File: src/design/perf_pkg.sv
// Package of constants and carrier types for the performance event counters
package perf_pkg;

    // Register word offsets (byte addresses)
    localparam logic [7:0] ADDR_CTRL = 8'h00;
    localparam logic [7:0] ADDR_STATUS = 8'h04;
    localparam logic [7:0] ADDR_CLEAR = 8'h08;
    localparam logic [7:0] ADDR_ENABLE = 8'h0c;
    localparam logic [7:0] ADDR_EXT_INTERVAL = 8'h10;

    // Control word, write layout
    localparam int WR_C1_RANGE_BIT = 0;
    localparam int WR_C0_RANGE_BIT = 3;
    // Control word, read layout
    localparam int RD_C0_RANGE_BIT = 1;
    localparam int RD_C1_RANGE_BIT = 2;
    // Event select fields, same place for write and read
    localparam int SEL0_LSB = 4;
    localparam int SEL1_LSB = 8;
    localparam int SEL_W = 4;

    // Event select codes (X marks a don't care bit)
    localparam logic [3:0] SEL_TOTAL_CYCLES = 4'ha;
    localparam logic [3:0] SEL_PRIV_MODE = 4'hb;
    localparam logic [2:0] SEL_NON_ISSUE_HI = 3'h6;
    localparam logic [2:0] SEL_EXTERNAL_HI = 3'h7;

    // Overflow ranges as powers of two
    localparam int C1_LONG_BITS = 12;
    localparam int C1_SHORT_BITS = 8;
    localparam int C0_LONG_BITS = 16;

    // Overflow to interrupt output delay in cycles
    localparam int IRQ_DELAY_CYC = 6;
    // Status set and interrupt register take the last two cycles
    localparam int OVF_PIPE_LEN = IRQ_DELAY_CYC - 2;

    // Reset values
    localparam logic [7:0] EXT_INTERVAL_RESET = 8'h00;
    localparam logic [3:0] SEL_RESET = 4'ha;

    localparam int NUM_CNT = 2;

    typedef struct packed {
        logic [3:0] sel1;
        logic [3:0] sel0;
        logic c0_range;
        logic c1_range;
    } perf_ctrl_t;

    typedef struct packed {
        logic no_issue;
        logic priv_mode;
    } pipe_events_t;

    typedef struct packed {
        logic [7:0] addr;
        logic [31:0] wdata;
        logic wr;
        logic rd;
    } reg_req_t;

endpackage

File: src/design/perf_event_counters.sv
// Two performance event counters with delayed overflow interrupt
//
// Notes on behaviour
// - Code 1010 counts every cycle; 110X every second non-issue cycle.
// - Code 111X counts pin events sampled at a chosen interval.
// - Counter one range: write bit 0, read bit 2; 2^12 clear, 2^8 set.
// - Counter zero range: write bit 3, read bit 1; 2^16 when clear.
// - Counters zero at power-up; nothing else, not reselection, clears them.
// - No software path reads a partial count; only overflows report.
// - Counting ignores interrupt enables; first overflow may come early.
// - Every execution attempt counts, even one aborted late by an error.
// - Interrupt request rises exactly six cycles after the overflowing event.
// - Events after an overflow keep counting toward the next overflow.
// - Request stays pending while disabled; removed only by a clear write.
// - At most twelve instructions complete before interrupt service.
// - Counting I-cache misses, none complete; saved PC is that last miss.
// - Counting branch mispredictions, at most two instructions complete.
// - Code 1011 counts every cycle in privileged firmware mode.
`timescale 1ns/1ps
`default_nettype none

module perf_event_counters #(
    parameter int CNT_W = 16,
    parameter int C0_SHORT_BITS = 8,
    parameter int EXT_INT_W = 8
) (
    // Clock and reset
    input wire logic clk_sys,
    input wire logic rstn,
    // Register port
    input wire perf_pkg::reg_req_t reg_req,
    output logic [31:0] rd_data,
    // Event sources
    input wire perf_pkg::pipe_events_t pipe_events,
    input wire logic external_event_input,
    // Interrupt
    output logic irq
);
    import perf_pkg::*;

    perf_ctrl_t ctrl_reg;
    perf_ctrl_t ctrl_next;
    logic [NUM_CNT-1:0] status_reg;
    logic [NUM_CNT-1:0] status_next;
    logic [NUM_CNT-1:0] enable_reg;
    logic [NUM_CNT-1:0] enable_next;
    logic [EXT_INT_W-1:0] ext_interval_reg;
    logic [EXT_INT_W-1:0] ext_interval_next;
    logic [EXT_INT_W-1:0] tick_cnt_reg;
    logic [EXT_INT_W-1:0] tick_cnt_next;
    logic [31:0] rd_data_reg;
    logic [31:0] rd_data_next;
    logic irq_reg;
    logic irq_next;
    logic ext_meta_reg;
    logic ext_sync_reg;
    logic ext_tick;
    logic ext_event;

    logic [CNT_W-1:0] cnt_reg [NUM_CNT];
    logic [CNT_W-1:0] cnt_next [NUM_CNT];
    logic [NUM_CNT-1:0] half_reg;
    logic [NUM_CNT-1:0] half_next;
    logic [NUM_CNT-1:0] ovf;
    logic [OVF_PIPE_LEN-1:0] ovf_pipe_reg [NUM_CNT];
    logic [OVF_PIPE_LEN-1:0] ovf_pipe_next [NUM_CNT];
    logic [NUM_CNT-1:0] ovf_late;

    // Register decode
    wire logic hit_ctrl;
    wire logic hit_status;
    wire logic hit_clear;
    wire logic hit_enable;
    wire logic hit_ext;
    wire logic wr_ctrl;
    wire logic wr_clear;
    wire logic wr_enable;
    wire logic wr_ext;
    wire logic [NUM_CNT-1:0] clear_mask;

    // Read words, one per readable register
    logic [31:0] ctrl_rd_word;
    wire logic [31:0] status_rd_word;
    wire logic [31:0] enable_rd_word;
    wire logic [31:0] ext_rd_word;

    assign hit_ctrl = (reg_req.addr == ADDR_CTRL);
    assign hit_status = (reg_req.addr == ADDR_STATUS);
    assign hit_clear = (reg_req.addr == ADDR_CLEAR);
    assign hit_enable = (reg_req.addr == ADDR_ENABLE);
    assign hit_ext = (reg_req.addr == ADDR_EXT_INTERVAL);
    assign wr_ctrl = reg_req.wr && hit_ctrl;
    assign wr_clear = reg_req.wr && hit_clear;
    assign wr_enable = reg_req.wr && hit_enable;
    assign wr_ext = reg_req.wr && hit_ext;
    assign clear_mask = wr_clear ? reg_req.wdata[NUM_CNT-1:0] : '0;

    // Range bits are written and read back at different positions
    assign ctrl_next = wr_ctrl ? perf_ctrl_t'{
        sel1: reg_req.wdata[SEL1_LSB +: SEL_W],
        sel0: reg_req.wdata[SEL0_LSB +: SEL_W],
        c0_range: reg_req.wdata[WR_C0_RANGE_BIT],
        c1_range: reg_req.wdata[WR_C1_RANGE_BIT]
    } : ctrl_reg;

    always_comb begin
        ctrl_rd_word = '0;
        ctrl_rd_word[RD_C1_RANGE_BIT] = ctrl_reg.c1_range;
        ctrl_rd_word[RD_C0_RANGE_BIT] = ctrl_reg.c0_range;
        ctrl_rd_word[SEL0_LSB +: SEL_W] = ctrl_reg.sel0;
        ctrl_rd_word[SEL1_LSB +: SEL_W] = ctrl_reg.sel1;
    end

    assign status_rd_word = {{(32-NUM_CNT){1'b0}}, status_reg};
    assign enable_rd_word = {{(32-NUM_CNT){1'b0}}, enable_reg};
    assign ext_rd_word = {{(32-EXT_INT_W){1'b0}}, ext_interval_reg};

    // Counts themselves have no read path; unmapped and clear read zero
    always_comb begin
        rd_data_next = '0;
        if (reg_req.rd) begin
            case (reg_req.addr)
                ADDR_CTRL: begin
                    rd_data_next = ctrl_rd_word;
                end
                ADDR_STATUS: begin
                    rd_data_next = status_rd_word;
                end
                ADDR_ENABLE: begin
                    rd_data_next = enable_rd_word;
                end
                ADDR_EXT_INTERVAL: begin
                    rd_data_next = ext_rd_word;
                end
                default: begin
                    rd_data_next = '0;
                end
            endcase
        end
    end

    assign enable_next = wr_enable ? reg_req.wdata[NUM_CNT-1:0] : enable_reg;
    assign ext_interval_next = wr_ext ?
        reg_req.wdata[EXT_INT_W-1:0] : ext_interval_reg;

    // External pin sampling every interval+1 cycles
    assign ext_tick = (tick_cnt_reg == '0);
    assign tick_cnt_next = ext_tick ? ext_interval_reg : tick_cnt_reg - 1'b1;
    assign ext_event = ext_tick && ext_sync_reg;

    // Per-cycle decision whether the selected source counts
    function automatic logic src_counts(
        input logic [3:0] sel,
        input logic half,
        input pipe_events_t ev,
        input logic ext_ev
    );
        logic hit;
        hit = 1'b0;
        if (sel == SEL_TOTAL_CYCLES) begin
            hit = 1'b1;
        end else if (sel == SEL_PRIV_MODE) begin
            hit = ev.priv_mode;
        end else if (sel[3:1] == SEL_NON_ISSUE_HI) begin
            hit = ev.no_issue && half;
        end else if (sel[3:1] == SEL_EXTERNAL_HI) begin
            hit = ext_ev;
        end
        return hit;
    endfunction

    // Last count value before the wrap, as a mask of the range width
    function automatic logic [CNT_W-1:0] range_top(input int bits);
        return {CNT_W{1'b1}} >> (CNT_W - bits);
    endfunction

    wire logic [CNT_W-1:0] top [NUM_CNT];
    wire logic [3:0] sel [NUM_CNT];

    assign top[0] = ctrl_reg.c0_range ?
        range_top(C0_SHORT_BITS) : range_top(C0_LONG_BITS);
    assign top[1] = ctrl_reg.c1_range ?
        range_top(C1_SHORT_BITS) : range_top(C1_LONG_BITS);
    assign sel[0] = ctrl_reg.sel0;
    assign sel[1] = ctrl_reg.sel1;

    genvar gi;
    generate
        for (gi = 0; gi < NUM_CNT; gi++) begin : g_cnt
            wire logic inc;
            wire logic at_top;

            // Pipeline events are attempts, not retirements, so an
            // aborted attempt is counted and its reissue counts again
            assign inc = src_counts(sel[gi], half_reg[gi], pipe_events,
                ext_event);
            // Shrinking the range below the current count wraps at the next counted event
            assign at_top = (cnt_reg[gi] >= top[gi]);
            assign ovf[gi] = inc && at_top;
            // Nothing but an event moves the count; no reselect clear
            assign cnt_next[gi] = !inc ? cnt_reg[gi] :
                at_top ? '0 : cnt_reg[gi] + 1'b1;
            // Halving phase toggles on each non-issue cycle while a 110X code is selected
            assign half_next[gi] = (sel[gi][3:1] == SEL_NON_ISSUE_HI &&
                pipe_events.no_issue) ? !half_reg[gi] : half_reg[gi];
            assign ovf_pipe_next[gi] =
                {ovf_pipe_reg[gi][OVF_PIPE_LEN-2:0], ovf[gi]};
            assign ovf_late[gi] = ovf_pipe_reg[gi][OVF_PIPE_LEN-1];

            always_ff @(posedge clk_sys or negedge rstn) begin
                if (!rstn) begin
                    cnt_reg[gi] <= '0;
                    half_reg[gi] <= 1'b0;
                    ovf_pipe_reg[gi] <= '0;
                end else begin
                    cnt_reg[gi] <= cnt_next[gi];
                    half_reg[gi] <= half_next[gi];
                    ovf_pipe_reg[gi] <= ovf_pipe_next[gi];
                end
            end
        end
    endgenerate

    // Sticky requests: a new overflow beats a simultaneous clear
    assign status_next = (status_reg & ~clear_mask) | ovf_late;
    // The fixed short delay is what keeps the pipeline's run-on small:
    // at most twelve completions, two after a mispredict, none after
    // an I-cache miss, whose address the exception logic then saves
    assign irq_next = |(status_reg & enable_reg);

    always_ff @(posedge clk_sys or negedge rstn) begin
        if (!rstn) begin
            ctrl_reg <= '{sel1: SEL_RESET, sel0: SEL_RESET,
                c0_range: 1'b0, c1_range: 1'b0};
            status_reg <= '0;
            enable_reg <= '0;
            ext_interval_reg <= EXT_INT_W'(EXT_INTERVAL_RESET);
            tick_cnt_reg <= '0;
            rd_data_reg <= '0;
            irq_reg <= 1'b0;
        end else begin
            ctrl_reg <= ctrl_next;
            status_reg <= status_next;
            enable_reg <= enable_next;
            ext_interval_reg <= ext_interval_next;
            tick_cnt_reg <= tick_cnt_next;
            rd_data_reg <= rd_data_next;
            irq_reg <= irq_next;
        end
    end

    // Pin synchroniser
    always_ff @(posedge clk_sys or negedge rstn) begin
        if (!rstn) begin
            ext_meta_reg <= 1'b0;
            ext_sync_reg <= 1'b0;
        end else begin
            ext_meta_reg <= external_event_input;
            ext_sync_reg <= ext_meta_reg;
        end
    end

    assign rd_data = rd_data_reg;
    assign irq = irq_reg;

endmodule

`default_nettype wire

File: config.mk
export PLATFORM = sky130hd
export DESIGN_NAME = perf_event_counters
export DESIGN_NICKNAME = d
export VERILOG_FILES = /design/src/design/perf_pkg.sv /design/src/design/perf_event_counters.sv
export SDC_FILE = /design/constraint.sdc
export NUM_CORES = 1
export LEC_CHECK = 0
export BUFFER_PORTS_ARGS = -buffer_cell sky130_fd_sc_hd__buf_2
export CAP_MARGIN = 20
export CORE_MARGIN = 3
export CORE_UTILIZATION = 35
export CTS_CLUSTER_SIZE = 25
export DETAILED_ROUTE_END_ITERATION = 10
export SYNTH_ARGS = -nofsm -noshare
export SYNTH_HDL_FRONTEND = slang
export SYNTH_SLANG_ARGS = --single-unit
File: constraint.sdc
create_clock -name clk_sys -period 2.5 [get_ports clk_sys]
set_input_delay 0.5 -clock clk_sys [delete_from_list [all_inputs] [get_ports clk_sys]]
set_output_delay 0.5 -clock clk_sys [all_outputs]
set_load 0.005 [all_outputs]
==> results summary <==
The run finished, with violations left. The checks that failed: setup timing. For this run, the leading register cell type out of synthesis is dfrtp_1.

The path class of the lowest-slack min-delay path is primary input to async pin. The worst-case setup margin in the final layout is -0.0602 ns. The hold violation count in the final report came out at 0.

The repair_antennas step left the layout with diodes totalling 0. The floorplan step set the die width to 118 um. The synthesized instance count is about 400. The most prevalent standard cell on the critical path is or4_4. The via-per-instance ratio is 5.11. The number of flip-flops in the largest register is 32.

The power density of the placed cells is 632 nW/um2. For the pin with the worst max-slew slack, the measured transition is 0.518 ns. The detailed-routing iteration count for the pre-antenna-repair pass is 4. The peak per-stage delay on the critical path came out at 0.54 ns. The buffer type at the clock tree root is clkbuf_16. In this run the worst path has a maximum fanout of 5.

The number of hold buffers added after cts came out at 0. The iteration-0 DRC count of the detailed router came out at between 200 and 250. Traced cell by cell, the critical path runs through or4_4 -> or4_4 -> a311o_2 -> buf_4 -> a221o_1. The height of the die came out at between 100 and 150 um. The number of flops mapped to enable cells by yosys came out at 0. The wire-length estimate of the detail-placed layout is ~6.7 mm. Counting instances in the post-synthesis netlist gives the leading cell types as dfrtp_1 (83), nor2_1 (33), nand2_1 (31). The wire length of the first global-routing pass is about 16 mm. The overall power consumption came out at 3.30 mW. Global routing consumed, over all layers together, 13.9% of the routing resources. The tool flagged a number of max-cap violations equal to 0. The netlist area before placement is 4380 um2. The highest achievable clock rate came out at about 0.4 GHz. The setup path with the least slack is of type register to register. The share of synthesized flip-flops with an asynchronous set or reset came out at 100%.

In this run the standard cell core region covers ~12000 um2. The total global routing overflow came out at 0. The most common cell in the synthesized netlist is dfrtp_1. The total of buffers placed on input and output ports came out at 39. The total length of routed wires is a little over 9 mm. The number of buffers added by the clock tree synthesis step came out at 9. Data on the critical path arrives at its endpoint at about 2.8 ns. The cell at the slowest stage of the critical path is or4_4. The routability congestion estimate from global placement is slightly above 0.8.

The worst slew margin relative to its limit came out at between 60% and 70%. The worst register-to-register path has a depth of 5. The number of primary I/O pins is 80. The leakage power summed over all cells is roughly 2.5 nW. STA puts the critical path data required time at 2.72 ns.

Sequential elements use between 40 and 50% of the synthesized area. The number of remaining DRC errors came out at 0. The number of antenna violations at the first check in global routing was 0. The largest total area in the synthesized netlist belongs to dfrtp_1. Setup repair after global routing could not meet its margin everywhere. The total negative setup slack is -0.398 ns. The critical path startpoint category is a register. The number of global-route vias before repair was between 3000 and 4000. The number of buffers between clock root and the deepest sink came out at 2.

The register bit count reported by yosys is a little under 90. The number of pins exceeding their max-slew limit in the final report came to 0. The worst path uses 102% of the clock period. The area fraction of the dominant cell type after synthesis came out at between 40 and 50%. The worst clock skew came out at about 0.0066 ns. In this run the number of cells on the critical path is 5.

The count of warnings emitted by yosys is 0. Synthesis instantiated 56 different standard cells from the library. The clock sink count is slightly below 90. The clock edge transition at the registers on the reported setup and hold paths is ~0.070 ns. The largest net degree at the start of global routing came out at between 50 and 60. Before CTS, the worst setup slack after placement is -0.0433 ns. The fraction of final layout cells with drive strength greater than 1 is about a quarter. The worst voltage drop across the vdd grid came out at 0.381 mV. The detailed router placed 3294 vias in this run. The layout overhead on the synthesized area came out at 19.1%. The die area is 13900 um2. The number of failing setup endpoints in the final timing report came out at 8. TritonCTS built the clock tree. The initial standard-cell utilization of the core is between 30% and 40%.

The layout net count is 536. Subtracting the final worst setup slack from the clock period gives 2.56 ns. The average instance area after synthesis came out at ~11 um2.

The worst setup path is captured at a register. The number of core rows is 40. Ranked by total cell area, the synthesized netlist is headed by dfrtp_1 (47%), mux2_2 (5.7%), ha_1 (4.6%), buf_4 (3.4%), nor2_1 (2.8%). The H-tree depth is 3. The count of buffer and inverter cells on the critical path is 1. In the final routed layout, each cell accounts on average for between 10 and 15 um. Grouping stages by cell kind, the critical path spends the most delay in simple AND/OR/NAND/NOR gates. The source-to-sink clock delay at the later pin of the worst-skew pair came out at between 0.3 and 0.4 ns. The antenna violation net count after detailed routing is 0.
[per-stage QoR]
stage / utilization (%) / hold slack (ns) / cell area (um2) / instances
after global routing: 43.1 / 0.0342 / 5220 / 645
after floorplan: - / 0.204 / 4450 / 430
after detailed placement: 40.0 / 0.335 / 4840 / 627
after global placement: 40.0 / 0.334 / 4840 / 627
after CTS: 42.6 / 0.0266 / 5160 / 643
final: 43.1 / 0.0294 / 5220 / 645
[path summary, 6_finish.rpt]
path                            slack, ns            startpoint         endpoint
worst max-delay path                -0.06       tick_cnt_reg[3]      cnt_reg[29]
worst min-delay path                 0.03                  rstn      cnt_reg[10]
worst max register to register      -0.06       tick_cnt_reg[3]      cnt_reg[29]
worst min register to register       0.35      ovf_pipe_next[7]      ovf_late[0]
max in group asynchronous            1.88                  rstn  ctrl_rd_word[5]
min in group clk_sys                 0.27  external_event_input     ext_meta_reg
[repair_timing]
action                                  in CTS  in global routing
endpoints found under the setup margin      10                 27
gates cloned                                 0                  1
pin swaps                                    0                  9
gates resized for setup                      4                 10
buffers inserted                             1                  1
[where the power goes]
| group | switching (mW) | internal (mW) | leakage [nW] |
|---|---|---|---|
| sequential | 0.0675 | 1.50 | 1.16 |
| combinational | 0.201 | 0.198 | 1.19 |
| clock | 0.538 | 0.795 | 0.141 |
| total | 0.806 | 2.49 | 2.49 |
[worst register-to-register path, delay by kind of cell, from the launching register on]
family / cells / cell delay (ns)
flip-flops: 1 / 0.40
AO/OA/AOI/OAI: 2 / 0.82
AND/OR/NAND/NOR: 2 / 1.07
buffers and inverters: 1 / 0.17
[layer usage]
layer	track usage (%)	wire length [um]	up-vias
li1	-	-	1610
met1	19.3	4440	1587
met2	21.3	4350	92
met3	3.27	433	5
met4	5.05	90	0
met5	0	0	-
[cell usage in the layout, fill, tap and decap left out, drive strengths merged, types with 5 or more instances in the layout]
master  instances
conb           20
nor4            8
nand3          10
nand2          31
a21oi          14
buf            63
dfrtp          83
a22o           12
nor3           18
and3           10
a21o           11
o31ai           5
and2            6
nor2b           6
a22oi           6
inv             8
ha             16
a221o           7
clkbuf         10
o21ai          16
nand4           7
nor2           35
xnor2           5
mux2           23
[cell families after synthesis]
kind of cell	count (synthesis)	synth area share, %
compound gates	92	15.5
buf+inv	40	5.40
fa+ha+maj	16	4.57
xor+xnor	6	1.20
other cells	1	0.0856
flops	87	49.8
simple gates	146	17.6
mux	23	5.91
[area by class of cell]
| cell class | count | area [um2] |
|---|---|---|
| fillers | 1156 | 6890 |
| flip-flops and latches | 87 | 2180 |
| multi-input cells | 304 | 2070 |
| repair buffers | 63 | 425 |
| clock buffers | 10 | 239 |
| well taps | 168 | 210 |
| clock inverters | 5 | 58.8 |
| inverters | 8 | 30.0 |
Note: power is estimated with default switching activity, not from simulation.
